**src/verilog/i2s_ctrl_defs.vh**
```
// Constants for the audio serial port FIFO and DMA control block.
// Assumes byte addressing on a 32-bit APB bus, one word per register.
`ifndef I2S_CTRL_DEFS_VH
`define I2S_CTRL_DEFS_VH

`define OFS_INT_STATUS 12'h038
`define OFS_INT_MASK 12'h03C
`define OFS_RX_OVR 12'h040
`define OFS_TX_OVR 12'h044
`define OFS_RX_TRIG 12'h048
`define OFS_TX_TRIG 12'h04C
`define OFS_RX_FLUSH 12'h050
`define OFS_TX_FLUSH 12'h054
`define OFS_RX_DMA 12'h1C0
`define OFS_RX_DMA_RST 12'h1C4
`define OFS_TX_DMA 12'h1C8
`define OFS_TX_DMA_RST 12'h1CC
`define OFS_PARAM_RX 12'h1F0
`define OFS_PARAM_TX 12'h1F4

`define ST_RX_AVAIL 0
`define ST_RX_OVR 1
`define ST_TX_EMPTY 4
`define ST_TX_OVR 5
`define ST_W 6
`define ST_USED 6'h33
`define MASK_RESET 6'h33

`define TRIG_W 4
`define TRIG_RESET 4'h3
`define LEVEL_W 5

// Flush and pointer-reset strobes and the overrun flags sit in bit 0
`define CTRL_BIT 0

`define NCH 4
`define CH_W 2

// Word size codes: 0=12, 1=16, 2=20, 3=24, 4=32 bits
`define WS_W 3
`define RX_WS0 3'h0
`define RX_WS1 3'h0
`define RX_WS2 3'h0
`define RX_WS3 3'h0
`define TX_WS0 3'h0
`define TX_WS1 3'h0
`define TX_WS2 3'h0
`define TX_WS3 3'h0
`define RX_WS0_LSB 0
`define RX_WS1_LSB 3
`define RX_WS2_LSB 7
`define RX_WS3_LSB 10
`define TX_WS0_LSB 16
`define TX_WS1_LSB 19
`define TX_WS2_LSB 22
`define TX_WS3_LSB 25

`endif

```
**src/verilog/i2s_fifo_dma_control.v**
```verilog
// Register-side control of a four-channel audio serial port: interrupt
// status/mask, overrun read-to-clear, FIFO trigger levels, FIFO flush
// strobes, block DMA ports and word-size parameter registers.
// Assumes an APB master, and FIFOs outside that report fill levels,
// overrun pulses and per-channel data at the selected channel/side.
//
// Functional notes
// Reading the receive overrun register returns and clears RX overrun.
// Reading the transmit overrun register returns and clears TX overrun.
// RX data-available sets when RX fill reaches 4-bit trigger, reset 3.
// TX empty-threshold sets when TX fill falls to 4-bit trigger, reset 3.
// Writing 1 to RX flush bit pulses a flush of the RX FIFO.
// Software disables the receive channel before flushing it.
// Writing 1 to TX flush bit pulses a flush of the TX FIFO.
// Software disables the transmit channel before flushing it.
// RX DMA port reads cycle enabled channels lowest first, left then right.
// TX DMA port writes cycle enabled channels lowest first, left then right.
// RX DMA reset bit returns the RX sequence to lowest enabled channel.
// TX DMA reset bit returns the TX sequence to lowest enabled channel.
// RX parameter register reports 3-bit word size per receive channel.
// TX parameter register reports 3-bit word sizes, ch3 27:25, ch2 24:22.
// RX data-available mask is mask bit 0, resets to 1 (masked).
// Status bits: TX overrun 5, TX empty 4, RX overrun 1, RX avail 0.
// Interrupt output is high while a set status bit is unmasked.
`timescale 1ns/1ps
`default_nettype none
`include "i2s_ctrl_defs.vh"

module i2s_fifo_dma_control (
  input wire pclk,
  input wire presetn,
  input wire psel,
  input wire penable,
  input wire pwrite,
  input wire [11:0] paddr,
  input wire [31:0] pwdata,
  output reg [31:0] prdata,
  output wire pready,
  output wire pslverr,
  input wire [`LEVEL_W-1:0] rx_fifo_level,
  input wire [`LEVEL_W-1:0] tx_fifo_level,
  input wire rx_overrun_evt,
  input wire tx_overrun_evt,
  input wire [`NCH-1:0] rx_ch_enable,
  input wire [`NCH-1:0] tx_ch_enable,
  input wire [31:0] rx_dma_rdata,
  output reg [`CH_W-1:0] rx_dma_ch,
  output reg rx_dma_right,
  output reg rx_dma_pop,
  output reg [`CH_W-1:0] tx_dma_ch,
  output reg tx_dma_right,
  output reg tx_dma_push,
  output reg [31:0] tx_dma_wdata,
  output reg rx_fifo_flush,
  output reg tx_fifo_flush,
  output wire irq
);

  reg [`ST_W-1:0] status_q;
  reg [`ST_W-1:0] status_d;
  reg [`ST_W-1:0] mask_q;
  reg [`TRIG_W-1:0] rx_trig_q;
  reg [`TRIG_W-1:0] tx_trig_q;
  reg [31:0] rdata_d;
  reg known;

  wire setup_ph;
  wire access_ph;
  wire wr_done;
  wire rd_done;
  wire rx_avail_cond;
  wire tx_empty_cond;
  wire [31:0] param_rx;
  wire [31:0] param_tx;
  wire clr_rx_ovr;
  wire clr_tx_ovr;
  wire rx_dma_rd;
  wire tx_dma_wr;
  wire rx_dma_rst;
  wire tx_dma_rst;

  // Next enabled channel above cur, wrapping; cur kept if none enabled
  function [`CH_W-1:0] next_ch;
    input [`CH_W-1:0] cur;
    input [`NCH-1:0] en;
    integer i;
    reg found;
    reg [`CH_W-1:0] idx;
    begin
      next_ch = cur;
      found = 1'b0;
      for (i = 1; i <= `NCH; i = i + 1)
      begin
        idx = cur + i[`CH_W-1:0];
        if (!found && en[idx])
        begin
          next_ch = idx;
          found = 1'b1;
        end
      end
    end
  endfunction

  // Lowest enabled channel, channel 0 if none enabled
  function [`CH_W-1:0] low_ch;
    input [`NCH-1:0] en;
    integer i;
    reg found;
    begin
      low_ch = {`CH_W{1'b0}};
      found = 1'b0;
      for (i = 0; i < `NCH; i = i + 1)
      begin
        if (!found && en[i])
        begin
          low_ch = i[`CH_W-1:0];
          found = 1'b1;
        end
      end
    end
  endfunction

  // Address match used by both bus phases
  function hit;
    input [11:0] a;
    input [11:0] ofs;
    begin
      hit = (a[11:2] == ofs[11:2]);
    end
  endfunction

  // Every register this block answers; anything else is a slave error
  function mapped;
    input [11:0] a;
    begin
      mapped = hit(a, `OFS_INT_STATUS) | hit(a, `OFS_INT_MASK)
               | hit(a, `OFS_RX_OVR) | hit(a, `OFS_TX_OVR)
               | hit(a, `OFS_RX_TRIG) | hit(a, `OFS_TX_TRIG)
               | hit(a, `OFS_RX_FLUSH) | hit(a, `OFS_TX_FLUSH)
               | hit(a, `OFS_RX_DMA) | hit(a, `OFS_RX_DMA_RST)
               | hit(a, `OFS_TX_DMA) | hit(a, `OFS_TX_DMA_RST)
               | hit(a, `OFS_PARAM_RX) | hit(a, `OFS_PARAM_TX);
    end
  endfunction

  // One word-size code widened and placed at its field of a parameter word
  function [31:0] ws_field;
    input [`WS_W-1:0] code;
    input integer lsb;
    begin
      ws_field = {{(32-`WS_W){1'b0}}, code} << lsb;
    end
  endfunction

  // Zero-wait-state slave: read data is captured in the setup cycle,
  // so side effects happen only once, at the completing access edge.
  assign setup_ph = psel & ~penable;
  assign access_ph = psel & penable;
  assign pready = 1'b1;
  assign wr_done = access_ph & pwrite;
  assign rd_done = access_ph & ~pwrite;

  // A read clears only an overrun it actually returned: an event that
  // lands after the setup capture stays set for the next read.
  assign clr_rx_ovr = rd_done & hit(paddr, `OFS_RX_OVR) & prdata[`CTRL_BIT];
  assign clr_tx_ovr = rd_done & hit(paddr, `OFS_TX_OVR) & prdata[`CTRL_BIT];

  // DMA port and pointer-reset decodes
  assign rx_dma_rd = rd_done & hit(paddr, `OFS_RX_DMA);
  assign tx_dma_wr = wr_done & hit(paddr, `OFS_TX_DMA);
  assign rx_dma_rst = wr_done & hit(paddr, `OFS_RX_DMA_RST)
                      & pwdata[`CTRL_BIT];
  assign tx_dma_rst = wr_done & hit(paddr, `OFS_TX_DMA_RST)
                      & pwdata[`CTRL_BIT];

  always @*
  begin
    known = mapped(paddr);
  end

  assign pslverr = access_ph & ~known;

  assign param_rx = ws_field(`RX_WS0, `RX_WS0_LSB)
                    | ws_field(`RX_WS1, `RX_WS1_LSB)
                    | ws_field(`RX_WS2, `RX_WS2_LSB)
                    | ws_field(`RX_WS3, `RX_WS3_LSB);
  assign param_tx = ws_field(`TX_WS0, `TX_WS0_LSB)
                    | ws_field(`TX_WS1, `TX_WS1_LSB)
                    | ws_field(`TX_WS2, `TX_WS2_LSB)
                    | ws_field(`TX_WS3, `TX_WS3_LSB);

  always @*
  begin
    rdata_d = 32'h0;
    if (hit(paddr, `OFS_INT_STATUS))
      rdata_d = {26'h0, status_q};
    else if (hit(paddr, `OFS_INT_MASK))
      rdata_d = {26'h0, mask_q};
    else if (hit(paddr, `OFS_RX_OVR))
      rdata_d = {31'h0, status_q[`ST_RX_OVR]};
    else if (hit(paddr, `OFS_TX_OVR))
      rdata_d = {31'h0, status_q[`ST_TX_OVR]};
    else if (hit(paddr, `OFS_RX_TRIG))
      rdata_d = {28'h0, rx_trig_q};
    else if (hit(paddr, `OFS_TX_TRIG))
      rdata_d = {28'h0, tx_trig_q};
    else if (hit(paddr, `OFS_RX_DMA))
      rdata_d = rx_dma_rdata;
    else if (hit(paddr, `OFS_PARAM_RX))
      rdata_d = param_rx;
    else if (hit(paddr, `OFS_PARAM_TX))
      rdata_d = param_tx;
  end

  always @(posedge pclk or negedge presetn)
  begin
    if (!presetn)
      prdata <= 32'h0;
    else if (setup_ph && !pwrite)
      prdata <= rdata_d;
  end

  // Level conditions keep re-setting their sticky bit while they hold
  assign rx_avail_cond = (rx_fifo_level >= {1'b0, rx_trig_q});
  assign tx_empty_cond = (tx_fifo_level <= {1'b0, tx_trig_q});

  always @*
  begin
    status_d = status_q;
    if (wr_done && hit(paddr, `OFS_INT_STATUS))
      status_d = status_d & ~pwdata[`ST_W-1:0];
    if (clr_rx_ovr)
      status_d[`ST_RX_OVR] = 1'b0;
    if (clr_tx_ovr)
      status_d[`ST_TX_OVR] = 1'b0;
    // Setting after clearing lets a same-cycle event win over the clear
    if (rx_avail_cond)
      status_d[`ST_RX_AVAIL] = 1'b1;
    if (rx_overrun_evt)
      status_d[`ST_RX_OVR] = 1'b1;
    if (tx_empty_cond)
      status_d[`ST_TX_EMPTY] = 1'b1;
    if (tx_overrun_evt)
      status_d[`ST_TX_OVR] = 1'b1;
    status_d = status_d & `ST_USED;
  end

  always @(posedge pclk or negedge presetn)
  begin
    if (!presetn)
    begin
      status_q <= {`ST_W{1'b0}};
      mask_q <= `MASK_RESET;
      rx_trig_q <= `TRIG_RESET;
      tx_trig_q <= `TRIG_RESET;
    end
    else
    begin
      status_q <= status_d;
      if (wr_done && hit(paddr, `OFS_INT_MASK))
        mask_q <= pwdata[`ST_W-1:0] & `ST_USED;
      if (wr_done && hit(paddr, `OFS_RX_TRIG))
        rx_trig_q <= pwdata[`TRIG_W-1:0];
      if (wr_done && hit(paddr, `OFS_TX_TRIG))
        tx_trig_q <= pwdata[`TRIG_W-1:0];
    end
  end

  assign irq = |(status_q & ~mask_q);

  // Flush strobes: one cycle; the channel is assumed already disabled
  always @(posedge pclk or negedge presetn)
  begin
    if (!presetn)
    begin
      rx_fifo_flush <= 1'b0;
      tx_fifo_flush <= 1'b0;
    end
    else
    begin
      rx_fifo_flush <= wr_done & hit(paddr, `OFS_RX_FLUSH)
                       & pwdata[`CTRL_BIT];
      tx_fifo_flush <= wr_done & hit(paddr, `OFS_TX_FLUSH)
                       & pwdata[`CTRL_BIT];
    end
  end

  // Receive DMA sequence: left then right of a channel, then next one
  always @(posedge pclk or negedge presetn)
  begin
    if (!presetn)
    begin
      rx_dma_ch <= {`CH_W{1'b0}};
      rx_dma_right <= 1'b0;
      rx_dma_pop <= 1'b0;
    end
    else
    begin
      rx_dma_pop <= rx_dma_rd;
      if (rx_dma_rst)
      begin
        rx_dma_ch <= low_ch(rx_ch_enable);
        rx_dma_right <= 1'b0;
      end
      else if (rx_dma_rd)
      begin
        rx_dma_right <= ~rx_dma_right;
        if (rx_dma_right)
          rx_dma_ch <= next_ch(rx_dma_ch, rx_ch_enable);
      end
    end
  end

  // Transmit DMA sequence mirrors the receive one, driven by writes
  always @(posedge pclk or negedge presetn)
  begin
    if (!presetn)
    begin
      tx_dma_ch <= {`CH_W{1'b0}};
      tx_dma_right <= 1'b0;
      tx_dma_push <= 1'b0;
      tx_dma_wdata <= 32'h0;
    end
    else
    begin
      tx_dma_push <= tx_dma_wr;
      if (tx_dma_wr)
        tx_dma_wdata <= pwdata;
      if (tx_dma_rst)
      begin
        tx_dma_ch <= low_ch(tx_ch_enable);
        tx_dma_right <= 1'b0;
      end
      else if (tx_dma_wr)
      begin
        tx_dma_right <= ~tx_dma_right;
        if (tx_dma_right)
          tx_dma_ch <= next_ch(tx_dma_ch, tx_ch_enable);
      end
    end
  end

endmodule // i2s_fifo_dma_control

`default_nettype wire

```
**config.mk**
```make
export PLATFORM = sky130hd
export DESIGN_NAME = i2s_fifo_dma_control
export DESIGN_NICKNAME = d
export VERILOG_FILES = /design/src/verilog/i2s_fifo_dma_control.v
export VERILOG_INCLUDE_DIRS = /design/src /design/src/verilog
export SDC_FILE = /design/constraint.sdc
export NUM_CORES = 1
export LEC_CHECK = 0
export BUFFER_PORTS_ARGS = -buffer_cell sky130_fd_sc_hd__buf_4
export CAP_MARGIN = 0
export CORE_ASPECT_RATIO = 1.5
export CORE_MARGIN = 2
export CORE_UTILIZATION = 35
export DETAILED_ROUTE_END_ITERATION = 7
export PLACE_DENSITY = 0.66
export SYNTH_ARGS = -nofsm -noshare
export SYNTH_HDL_FRONTEND = slang
export SYNTH_SLANG_ARGS = --single-unit
export TNS_END_PERCENT = 100
```
**constraint.sdc**
```tcl
create_clock -name pclk -period 1.8 [get_ports pclk]
set_input_delay 0.09 -clock pclk [delete_from_list [all_inputs] [get_ports pclk]]
set_output_delay 0.09 -clock pclk [all_outputs]
set_load 0.01 [all_outputs]
```
==> results.cfg, run 1 <==
[logic_synthesis]
ys_ff_latch = 90
synth_ff_type = dfrtp_1
ys.warnings.count = 0
netlist_instances = 377
ys_types = 57
syn-num-nets = 486
seq_area_frac_synth = 0.527
ys_async_sr_fraction = 1.00
synth_area_um2 = 4290
synth_area_per_cell_um2 = 11.4
synth_edf_count = 0

[die]
die_y_um = 140
io_pins = 178
core_um2 = 12000
die_w_um = 94.4
die_area_um2 = 13200
start_util = 0.359
rows = 49

[layout]
final_cell_mix = buf_4 (194), dfrtp_1 (82), dlygate4sd3_1 (61)
fin_cells = 785
syn_to_final_growth_pct = 59.8
nets = 736
design_area_um2 = 6860
mostFrequentLayoutCell = buf_4
n_fill_cell = 1002
drive_gt1_frac = 0.443
diodes = 0

[clocking]
clk_pin_slew_ns = 0.06
tritoncts = done
postCtsSetupBuffers = 0
worstSkewPairLatency_ns = 0.33
clkSinkCount = 90
root_buffer = clkbuf_16
cts_buffers = 9
cts_buffer_depth = 2
htree_levels = 3

[min_path]
hp-class = input port to flip-flop
whs_path_depth = 2

[placed_design]
detailed_place.area_um2 = 5940
io_buffers = 174
place.detailed.hpwl_um = 9340
routabilityCongestion = 0.885
placedCellCount = 708
dp_worst_setup_slack_ns = 0.00197

[detailed_routing]
via_count = 3944
post_drt_wl_per_cell_um = 16.4
wl_um = 12900
first_iter_violations = 219
vias_per_cell = 5.02
antenna_left = 0
dr.pass1.iters = 4
drc = 0

[sta]
rsz0062_at_grt = false
timing.fmax_ghz = 0.584
fin_crit_ns = 1.71
period_share = 0.952
hold_violations = 0
drv_slew = 0
relSlewSlack = 0.651
timing.hold.ws_ns = 0.0102
setup_viol = 0
worst_slack_ns = 0.0865
worstMarginPinSlew_ns = 0.518
clock_skew_ns = 0.00559

[job]
cap_violations = 0

[critical_path]
critPathMaxStageDelay_ns = 0.54
r2r_cells = 6
crit_path_end_kind = flip-flop
slowest_stage = dfstp_2
crit_fanout = 3
cp.arrival_ns = 1.93
startpoint_type = flip-flop
cp_num_cells = 6
path_cells = ha_1 -> nand2b_4 -> a21o_1 -> a21oi_2 -> nor2b_1 -> a2111o_1
path_delay_family = compound AO/OA/AOI/OAI gates
worst_ep_required_time_ns = 2.02
critPathKind = flip-flop to flip-flop
path_buf_inv = 0

[pwr]
cellPowerDensity_nw_per_um2 = 626
ir_drop_mv = 0.535
finalPower_w = 0.00429
leakage_nw = 3.34

[global_route]
first_global_vias = 4188
grt_pass1_wl_um = 20600
grt_max_degree = 64
grt.overflow.total = 0
grt_use_total = 0.200
antenna_found_initial = 0

[status]
status = finished clean
worst reg2reg max path, stage by stage, from the launching register on:
cell and delay, ns:
dfstp_2 0.54, ha_1 0.22, nand2b_4 0.14, a21o_1 0.16
a21oi_2 0.11, nor2b_1 0.05, a2111o_1 0.37
cell usage after synthesis (4+ instances only):
| master | instances | share of area |
|---|---|---|
| o31ai_1 | 4 | 0.0070 |
| buf_2 | 6 | 0.0070 |
| mux2i_1 | 4 | 0.0093 |
| mux2_2 | 44 | 0.12 |
| nor2_1 | 18 | 0.016 |
| ha_1 | 8 | 0.023 |
| a21oi_1 | 12 | 0.014 |
| nor3_1 | 12 | 0.014 |
| a22o_1 | 27 | 0.055 |
| nand3_1 | 7 | 0.0082 |
| nand2b_1 | 8 | 0.012 |
| nand2_1 | 24 | 0.021 |
| clkbuf_1 | 13 | 0.011 |
| nor2b_1 | 5 | 0.0073 |
| dfrtp_1 | 82 | 0.48 |
| o21ai_0 | 14 | 0.016 |
| dfstp_2 | 8 | 0.049 |
| inv_1 | 19 | 0.017 |
kinds of logic (layout without fill, tap and decap cells):
| family | after synthesis | in the layout | share of synthesized area |
|---|---|---|---|
| other | 1 | 1 | 0.000874 |
| adders and majority gates | 8 | 8 | 0.0233 |
| xor gates and xnor gates | 4 | 4 | 0.00816 |
| buffers and inverters | 39 | 294 | 0.0367 |
| AOI/OAI and AO/OA | 87 | 87 | 0.152 |
| and+or+nand+nor | 100 | 100 | 0.127 |
| DFF | 90 | 90 | 0.527 |
| muxes | 48 | 48 | 0.125 |
timing repair:
item,CTS,global route
hold buffers,61,0
hold endpoints to repair,87,0
resized for setup,0,6
endpoints found under the setup margin,0,4
flip-flops by register name (all words and copies together), names as in the netlist:
name,flops
rx_dma_ch,2
tx_trig_q,4
mask_q,4
rx_dma_pop,1
status_q,4
tx_dma_ch,2
prdata,32
rx_dma_right,1
rx_fifo_flush,1
rx_trig_q,4
tx_dma_wdata,32
tx_dma_push,1
tx_dma_right,1
tx_fifo_flush,1
per-layer routing:
layer | track usage | part of all wire | vias up
met3 | 0.0368 | 0.043 | 27
met2 | 0.344 | 0.53 | 112
li1 | - | - | 1877
met1 | 0.242 | 0.40 | 1928
met4 | 0.0831 | 0.030 | 0
met5 | 0 | 0 | -
where the power goes:
group          internal [W]  leakage (nW)  switching [W]  total (W)
registers           0.00203          1.21     0.00000349    0.00203
logic              0.000293          2.00       0.000204   0.000496
clock network      0.000979         0.132       0.000786    0.00176
path summary, 6_finish.rpt:
check / start / endpoint / slack (ns)
max: rx_trig_q[0]$_DFFE_PN1P_ / status_q[0]$_DFFE_PN0P_ / 0.09
min: pwdata[5] / tx_dma_wdata[5]$_DFFE_PN0P_ / 0.01
max reg2reg: rx_trig_q[0]$_DFFE_PN1P_ / status_q[0]$_DFFE_PN0P_ / 0.09
min reg2reg: prdata[5]$_DFFE_PN0P_ / prdata[5]$_DFFE_PN0P_ / 0.47
max in group asynchronous: presetn / rx_trig_q[0]$_DFFE_PN1P_ / 0.87
min in group asynchronous: presetn / tx_dma_wdata[8]$_DFFE_PN0P_ / 0.21
cell type report:
type                            instances  area [um2]  area share
Tap cell                              153         191      0.0279
Timing Repair Buffer                  259        2150       0.313
Multi-Input combinational cell        248        1910       0.278
Clock inverter                          5        37.5     0.00547
Inverter                               19        71.3      0.0104
Clock buffer                           11         243      0.0354
Sequential cell                        90        2260       0.330
metrics by stage:
stage,util,setup TNS [ns]
2_1_floorplan,-,-0.958
3_3_place_gp,0.497,0
3_5_place_dp,0.497,0
4_1_cts,0.571,0
5_1_grt,0.574,0
6_report,0.574,0
Note: power is estimated with default switching activity, not from simulation.
==> run 2, diff against run 1 <==
--- a/config.mk
+++ b/config.mk
@@ -6,13 +6,15 @@
 export SDC_FILE = /design/constraint.sdc
 export NUM_CORES = 1
 export LEC_CHECK = 0
+export ABC_AREA = 1
 export BUFFER_PORTS_ARGS = -buffer_cell sky130_fd_sc_hd__buf_4
 export CAP_MARGIN = 0
 export CORE_ASPECT_RATIO = 1.5
 export CORE_MARGIN = 2
 export CORE_UTILIZATION = 35
 export DETAILED_ROUTE_END_ITERATION = 7
-export PLACE_DENSITY = 0.66
+export PLACE_DENSITY = 0.64
+export SLEW_MARGIN = 40
 export SYNTH_ARGS = -nofsm -noshare
 export SYNTH_HDL_FRONTEND = slang
 export SYNTH_SLANG_ARGS = --single-unit
==> results.cfg, run 2 <==
[detailed_routing]
dr.pass1.iters = 4
drc = 0
wl_um = 13300
via_count = 4716
vias_per_cell = 4.62
antenna_left = 0
post_drt_wl_per_cell_um = 13.1
first_iter_violations = 128

[pwr]
p_int_w = 0.00384
switching_power_w = 0.00100
cellPowerDensity_nw_per_um2 = 674
swShare = 0.206
ir_drop_mv = 0.431
clkPwrFrac = 0.475
seq_power_share = 0.420
power_frac_comb = 0.105
leakage_nw = 3.90

[layout]
regArea_um2 = 2260
syn_to_final_growth_pct = 49.9
drive_gt1_frac = 0.291
diodes = 0
multi_input_area_um2 = 2130
fin_util = 0.536
n_fill_cell = 1259
top_regs = prdata (32), tx_dma_wdata (32)
nets = 962
design_area_um2 = 7180
mostFrequentLayoutCell = nand2_1
final_cell_mix = nand2_1 (251), buf_4 (184), dfrtp_1 (80)

[sta]
clock_skew_ns = 0.00396
period_share = 0.882
hold_violations = 0
worstMarginPinSlew_ns = 0.532
rsz0062_at_grt = false
relSlewSlack = 0.645
worst_slack_ns = 0.212
drv_slew = 0
timing.fmax_ghz = 0.630
setup_viol = 0
timing.hold.ws_ns = 0.00865
tns_ns = 0
fin_crit_ns = 1.59

[global_route]
grtUsageMet2 = 0.327
grt_busiest_layer = met2
met3_usage = 0.0362
grt.overflow.total = 0
grt_max_degree = 41
antenna_found_initial = 0
grt_use_total = 0.186
grtUsageMet1 = 0.225
first_global_vias = 4708
grt_pass1_wl_um = 21900

[die]
core_um2 = 13400
die_y_um = 147
start_util = 0.357
die_w_um = 99.5
io_pins = 178
die_area_um2 = 14700
rows = 52

[logic_synthesis]
synth_area_leaders = dfrtp_1 (43%), nand2_1 (20%), inv_1 (4.9%)
synth_edf_count = 0
ys_async_sr_fraction = 1.00
ys.warnings.count = 0
yosys.area.top_type = dfrtp_1
netlist_instances = 620
synth_area_um2 = 4790
synth_area_per_cell_um2 = 7.73
ys_types = 40
synth_ff_type = dfrtp_1
syn-num-nets = 729
yosysMostFrequentCell = nand2_1
netlist.area_leader.share = 0.428
ys_ff_latch = 90
seq_area_frac_synth = 0.472
ys_top_cells_by_count = nand2_1 (251), dfrtp_1 (82), inv_1 (62)

[min_path]
min_from = rx_dma_rdata[15]
worstHoldEndpoint = prdata[15]$_DFFE_PN0P_
hp-class = input port to flip-flop
whs_path_depth = 3

[placed_design]
io_buffers = 174
place.detailed.hpwl_um = 9850
dp_worst_setup_slack_ns = 0.198
detailed_place.area_um2 = 6260
routabilityCongestion = 0.816

[clocking]
tritoncts = done
root_buffer = clkbuf_16
clk_pin_slew_ns = 0.06
htree_levels = 3
cts_buffer_depth = 2
worstSkewPairLatency_ns = 0.33
clkSinkCount = 90
cts_buffers = 9

[critical_path]
r2r_cells = 7
slowest_stage = dfstp_2
path_cells = inv_1 -> ha_1 -> a21boi_0 -> o21ai_0 -> nand2_1 -> a211oi_1 -> nand2_1
path_buf_inv = 1
rr_startpoint = rx_trig_q[1]$_DFFE_PN1P_
critPathKind = flip-flop to flip-flop
ff2ff_setup_slack_ns = 0.21
cp.arrival_ns = 1.80
r2r-end = status_q[0]$_DFFE_PN0P_
startpoint_type = flip-flop
critPathMaxStageDelay_ns = 0.55
crit_path_end_kind = flip-flop
crit_fanout = 3
worst_ep_required_time_ns = 2.01
path_delay_family = flip-flops
cpMostUsedCell = nand2_1

[status]
status = finished clean

[job]
cap_violations = 0
-- run 2: changes by cell type in the layout (fill, tap and decap cells not counted), sizes merged, moves of 7 or more --
cell | before | now
nand3 | 7 | 58
nor3 | 12 | 5
mux2 | 44 | 0
o21ai | 14 | 40
buf | 198 | 185
nand2b | 8 | 0
nand2 | 24 | 258
inv | 20 | 69
nor2 | 18 | 38
a22o | 27 | 0
-- run 2: worst max path at each step --
stage	from	endpoint	slack, ns	cells past startpoint
after detailed placement	rx_trig_q[1]$_DFFE_PN1P_	status_q[0]$_DFFE_PN0P_	0.20	7
after CTS	rx_trig_q[1]$_DFFE_PN1P_	status_q[0]$_DFFE_PN0P_	0.18	7
after global placement	rx_trig_q[1]$_DFFE_PN1P_	status_q[0]$_DFFE_PN0P_	0.20	7
final	rx_trig_q[1]$_DFFE_PN1P_	status_q[0]$_DFFE_PN0P_	0.21	7
after floorplan	rx_trig_q[1]$_DFFE_PN1P_	status_q[0]$_DFFE_PN0P_	0.33	7
after global routing	rx_trig_q[1]$_DFFE_PN1P_	status_q[0]$_DFFE_PN0P_	0.04	7
-- run 2: stage by stage --
stage / cells / power [W]
floorplan: 620 / 0.00221
global placement: 949 / 0.00248
detailed placement: 949 / 0.00249
CTS: 1020 / 0.00491
global route: 1020 / 0.00506
finish: 1020 / 0.00484
-- run 2: area by class of cell --
class,count,area share
multi-input combinational,443,0.297
sequential,90,0.315
clock inverter,5,0.0174
tap,162,0.0282
inverter,69,0.0364
timing repair buffer,240,0.272
clock buffer,11,0.0338
-- run 2: cell families (layout without fill, tap and decap cells) --
| logic type | after synthesis | in the layout | share of synthesized area |
|---|---|---|---|
| AND/OR/NAND/NOR | 370 | 370 | 0.346 |
| flip-flops | 90 | 90 | 0.472 |
| buffers and inverters | 87 | 325 | 0.0825 |
| AO/OA/AOI/OAI | 62 | 62 | 0.0737 |
| adder cells (fa/ha/maj) | 8 | 8 | 0.0209 |
| XOR/XNOR | 2 | 2 | 0.00366 |
| other | 1 | 1 | 0.000783 |
-- run 2: worst register-to-register path: stages, from the launching register on --
cell      delay (ns)
dfstp_2         0.55
inv_1           0.05
ha_1            0.25
a21boi_0        0.12
o21ai_0         0.15
nand2_1         0.07
a211oi_1        0.22
nand2_1         0.07
-- run 2: repair_timing --
action	CTS	global route
gates resized for setup	0	2
hold endpoints to repair	83	0
endpoints found under the setup margin	0	3
setup buffers	0	0
hold buffers	55	0
-- run 2: power groups by stage --
stage                     sequential, W  clock, W  combinational, W
after floorplan                 0.00207         0          0.000141
after global routing            0.00203   0.00246          0.000563
after CTS                       0.00203   0.00236          0.000512
after detailed placement        0.00207         0          0.000416
final                           0.00203   0.00230          0.000507
after global placement          0.00207         0          0.000411
-- run 2: metal layers --
metal,wire length (um),vias up,part of all wire
met4,297,0,0.022
met5,0,-,0
met1,5460,2134,0.41
met2,6770,142,0.51
met3,792,18,0.059
li1,-,2422,-
==> run 3, diff against run 2 <==
--- a/config.mk
+++ b/config.mk
@@ -7,13 +7,13 @@
 export NUM_CORES = 1
 export LEC_CHECK = 0
 export ABC_AREA = 1
-export BUFFER_PORTS_ARGS = -buffer_cell sky130_fd_sc_hd__buf_4
 export CAP_MARGIN = 0
 export CORE_ASPECT_RATIO = 1.5
 export CORE_MARGIN = 2
 export CORE_UTILIZATION = 35
 export DETAILED_ROUTE_END_ITERATION = 7
-export PLACE_DENSITY = 0.64
+export DONT_BUFFER_PORTS = 1
+export PLACE_DENSITY = 0.51
 export SLEW_MARGIN = 40
 export SYNTH_ARGS = -nofsm -noshare
 export SYNTH_HDL_FRONTEND = slang
==> constraint.sdc (replaced) <==
create_clock -name pclk -period 1.9 [get_ports pclk]
set_input_delay 0.095 -clock pclk [delete_from_list [all_inputs] [get_ports pclk]]
set_output_delay 0.095 -clock pclk [all_outputs]
set_load 0.01 [all_outputs]
==> results.cfg, run 3 (synthesis results as in run 2) <==
[clocking]
cts_buffers = 9
root_buffer = clkbuf_16
clk_pin_slew_ns = 0.06
clkSinkCount = 90
postCtsSetupBuffers = 0
cts_buffer_depth = 2
tritoncts = done
cts_hold_buf = 69
htree_levels = 3
worstSkewPairLatency_ns = 0.33

[global_route]
grt_use_total = 0.172
first_global_vias = 4279
antenna_found_initial = 0
grt_pass1_wl_um = 20300
grt.overflow.total = 0
grt_max_degree = 91

[critical_path]
timing.critical_path.from = paddr[3]
crit_fanout = 6
r2r_cells = 8
critPathKind = input port to output pin
rr_startpoint = tx_dma_ch[0]$_DFFE_PN0P_
worst_ep_required_time_ns = 1.80
crit_path_end_kind = output pin
startpoint_type = input port
ff2ff_setup_slack_ns = 0.24
crit_path_end = pslverr
r2r-end = tx_dma_ch[0]$_DFFE_PN0P_
cp.arrival_ns = 1.73

[placed_design]
routabilityCongestion = 0.859
place.detailed.hpwl_um = 9030
io_buffers = 0
placedCellCount = 770
dp_worst_setup_slack_ns = 0.255

[layout]
final_cell_mix = nand2_1 (251), dfrtp_1 (82), dlygate4sd3_1 (69)
syn_to_final_growth_pct = 23.4
diodes = 0
drive_gt1_frac = 0.101
top_regs = prdata (32), tx_dma_wdata (32)
nets = 797
fin_cells = 855
mostFrequentLayoutCell = nand2_1

[pwr]
seq_power_share = 0.486
leakage_nw = 3.02
power_frac_comb = 0.070
clkPwrFrac = 0.444
cellPowerDensity_nw_per_um2 = 673
swShare = 0.216
p_int_w = 0.00312
switching_power_w = 0.000858
ir_drop_mv = 0.362

[status]
status = complete, but fails checks
violations = negative hold slack

[die]
io_pins = 178
start_util = 0.357
die_y_um = 147
rows = 52
die_w_um = 99.5
core_um2 = 13400
die_area_um2 = 14700

[sta]
timing.hold.ws_ns = -0.549
period_share = 0.959
clock_skew_ns = 0.00657
rsz0062_at_grt = false
fin_crit_ns = 1.82
timing.fmax_ghz = 0.549
drv_slew = 0
setup_viol = 0
tns_ns = 0
hold_violations = 90
worst_slack_ns = 0.0770

[detailed_routing]
via_count = 4190
antenna_left = 0
post_drt_wl_per_cell_um = 14.7
wl_um = 12600
first_iter_violations = 100
vias_per_cell = 4.90
drc = 0
dr.pass1.iters = 4

[min_path]
hp-class = input port to async pin

[job]
cap_violations = 0
==> run 3: area by class of cell <==
type / count / area (um2)
inverter: 69 / 262
sequential: 90 / 2260
clock buffer: 11 / 243
fill: 1311 / 7490
multi-input combinational: 443 / 2140
tap: 162 / 203
timing repair buffer: 75 / 748
clock inverter: 5 / 53.8
==> run 3: worst max-delay path, stage by stage <==
cell and delay (ns):
dlygate4sd3_1 0.56, nor2_2 0.06, nand3_2 0.11, nor2_4 0.08, inv_1 0.08, nand3_1 0.18
nor4_2 0.38, buf_4 0.18
==> run 3: stage by stage <==
step	hold slack, ns	utilization	power, W	instance area (um2)
6_report	-0.549	0.441	0.00398	5910
5_1_grt	-0.570	0.441	0.00416	5910
4_1_cts	-0.567	0.440	0.00404	5900
3_5_place_dp	-0.199	0.367	0.00213	4920
3_3_place_gp	-0.199	0.367	0.00212	4920
2_1_floorplan	-0.201	-	0.00210	4790
==> run 3: how the worst min path moves through the flow <==
stage,to,cells after the start
floorplan,prdata[0]$_DFFE_PN0P_,0
global placement,prdata[22]$_DFFE_PN0P_,0
detailed placement,prdata[22]$_DFFE_PN0P_,0
CTS,tx_trig_q[3]$_DFFE_PN0P_,0
global route,prdata[21]$_DFFE_PN0P_,0
finish,prdata[21]$_DFFE_PN0P_,0
==> run 3: power groups by stage <==
| stage | Clock [W] | Combinational (W) | Sequential [W] |
|---|---|---|---|
| global route | 0.00192 | 0.000310 | 0.00193 |
| floorplan | 0 | 0.000134 | 0.00196 |
| detailed placement | 0 | 0.000164 | 0.00197 |
| CTS | 0.00183 | 0.000278 | 0.00193 |
| finish | 0.00176 | 0.000279 | 0.00193 |
| global placement | 0 | 0.000158 | 0.00197 |
==> run 3: repair_timing <==
| action | in CTS | in global routing |
|---|---|---|
| resized for setup | 0 | 1 |
| hold endpoints to repair | 165 | 90 |
| setup endpoints to repair | 0 | 1 |
==> run 3: per-layer routing <==
metal  vias to the layer above  global-route usage  part of all wire
li1                       2096                   -                 -
met1                      1921               0.187              0.38
met2                       149               0.320              0.52
met3                        24              0.0376             0.066
met4                         0              0.0678             0.030
met5                         -                   0                 0
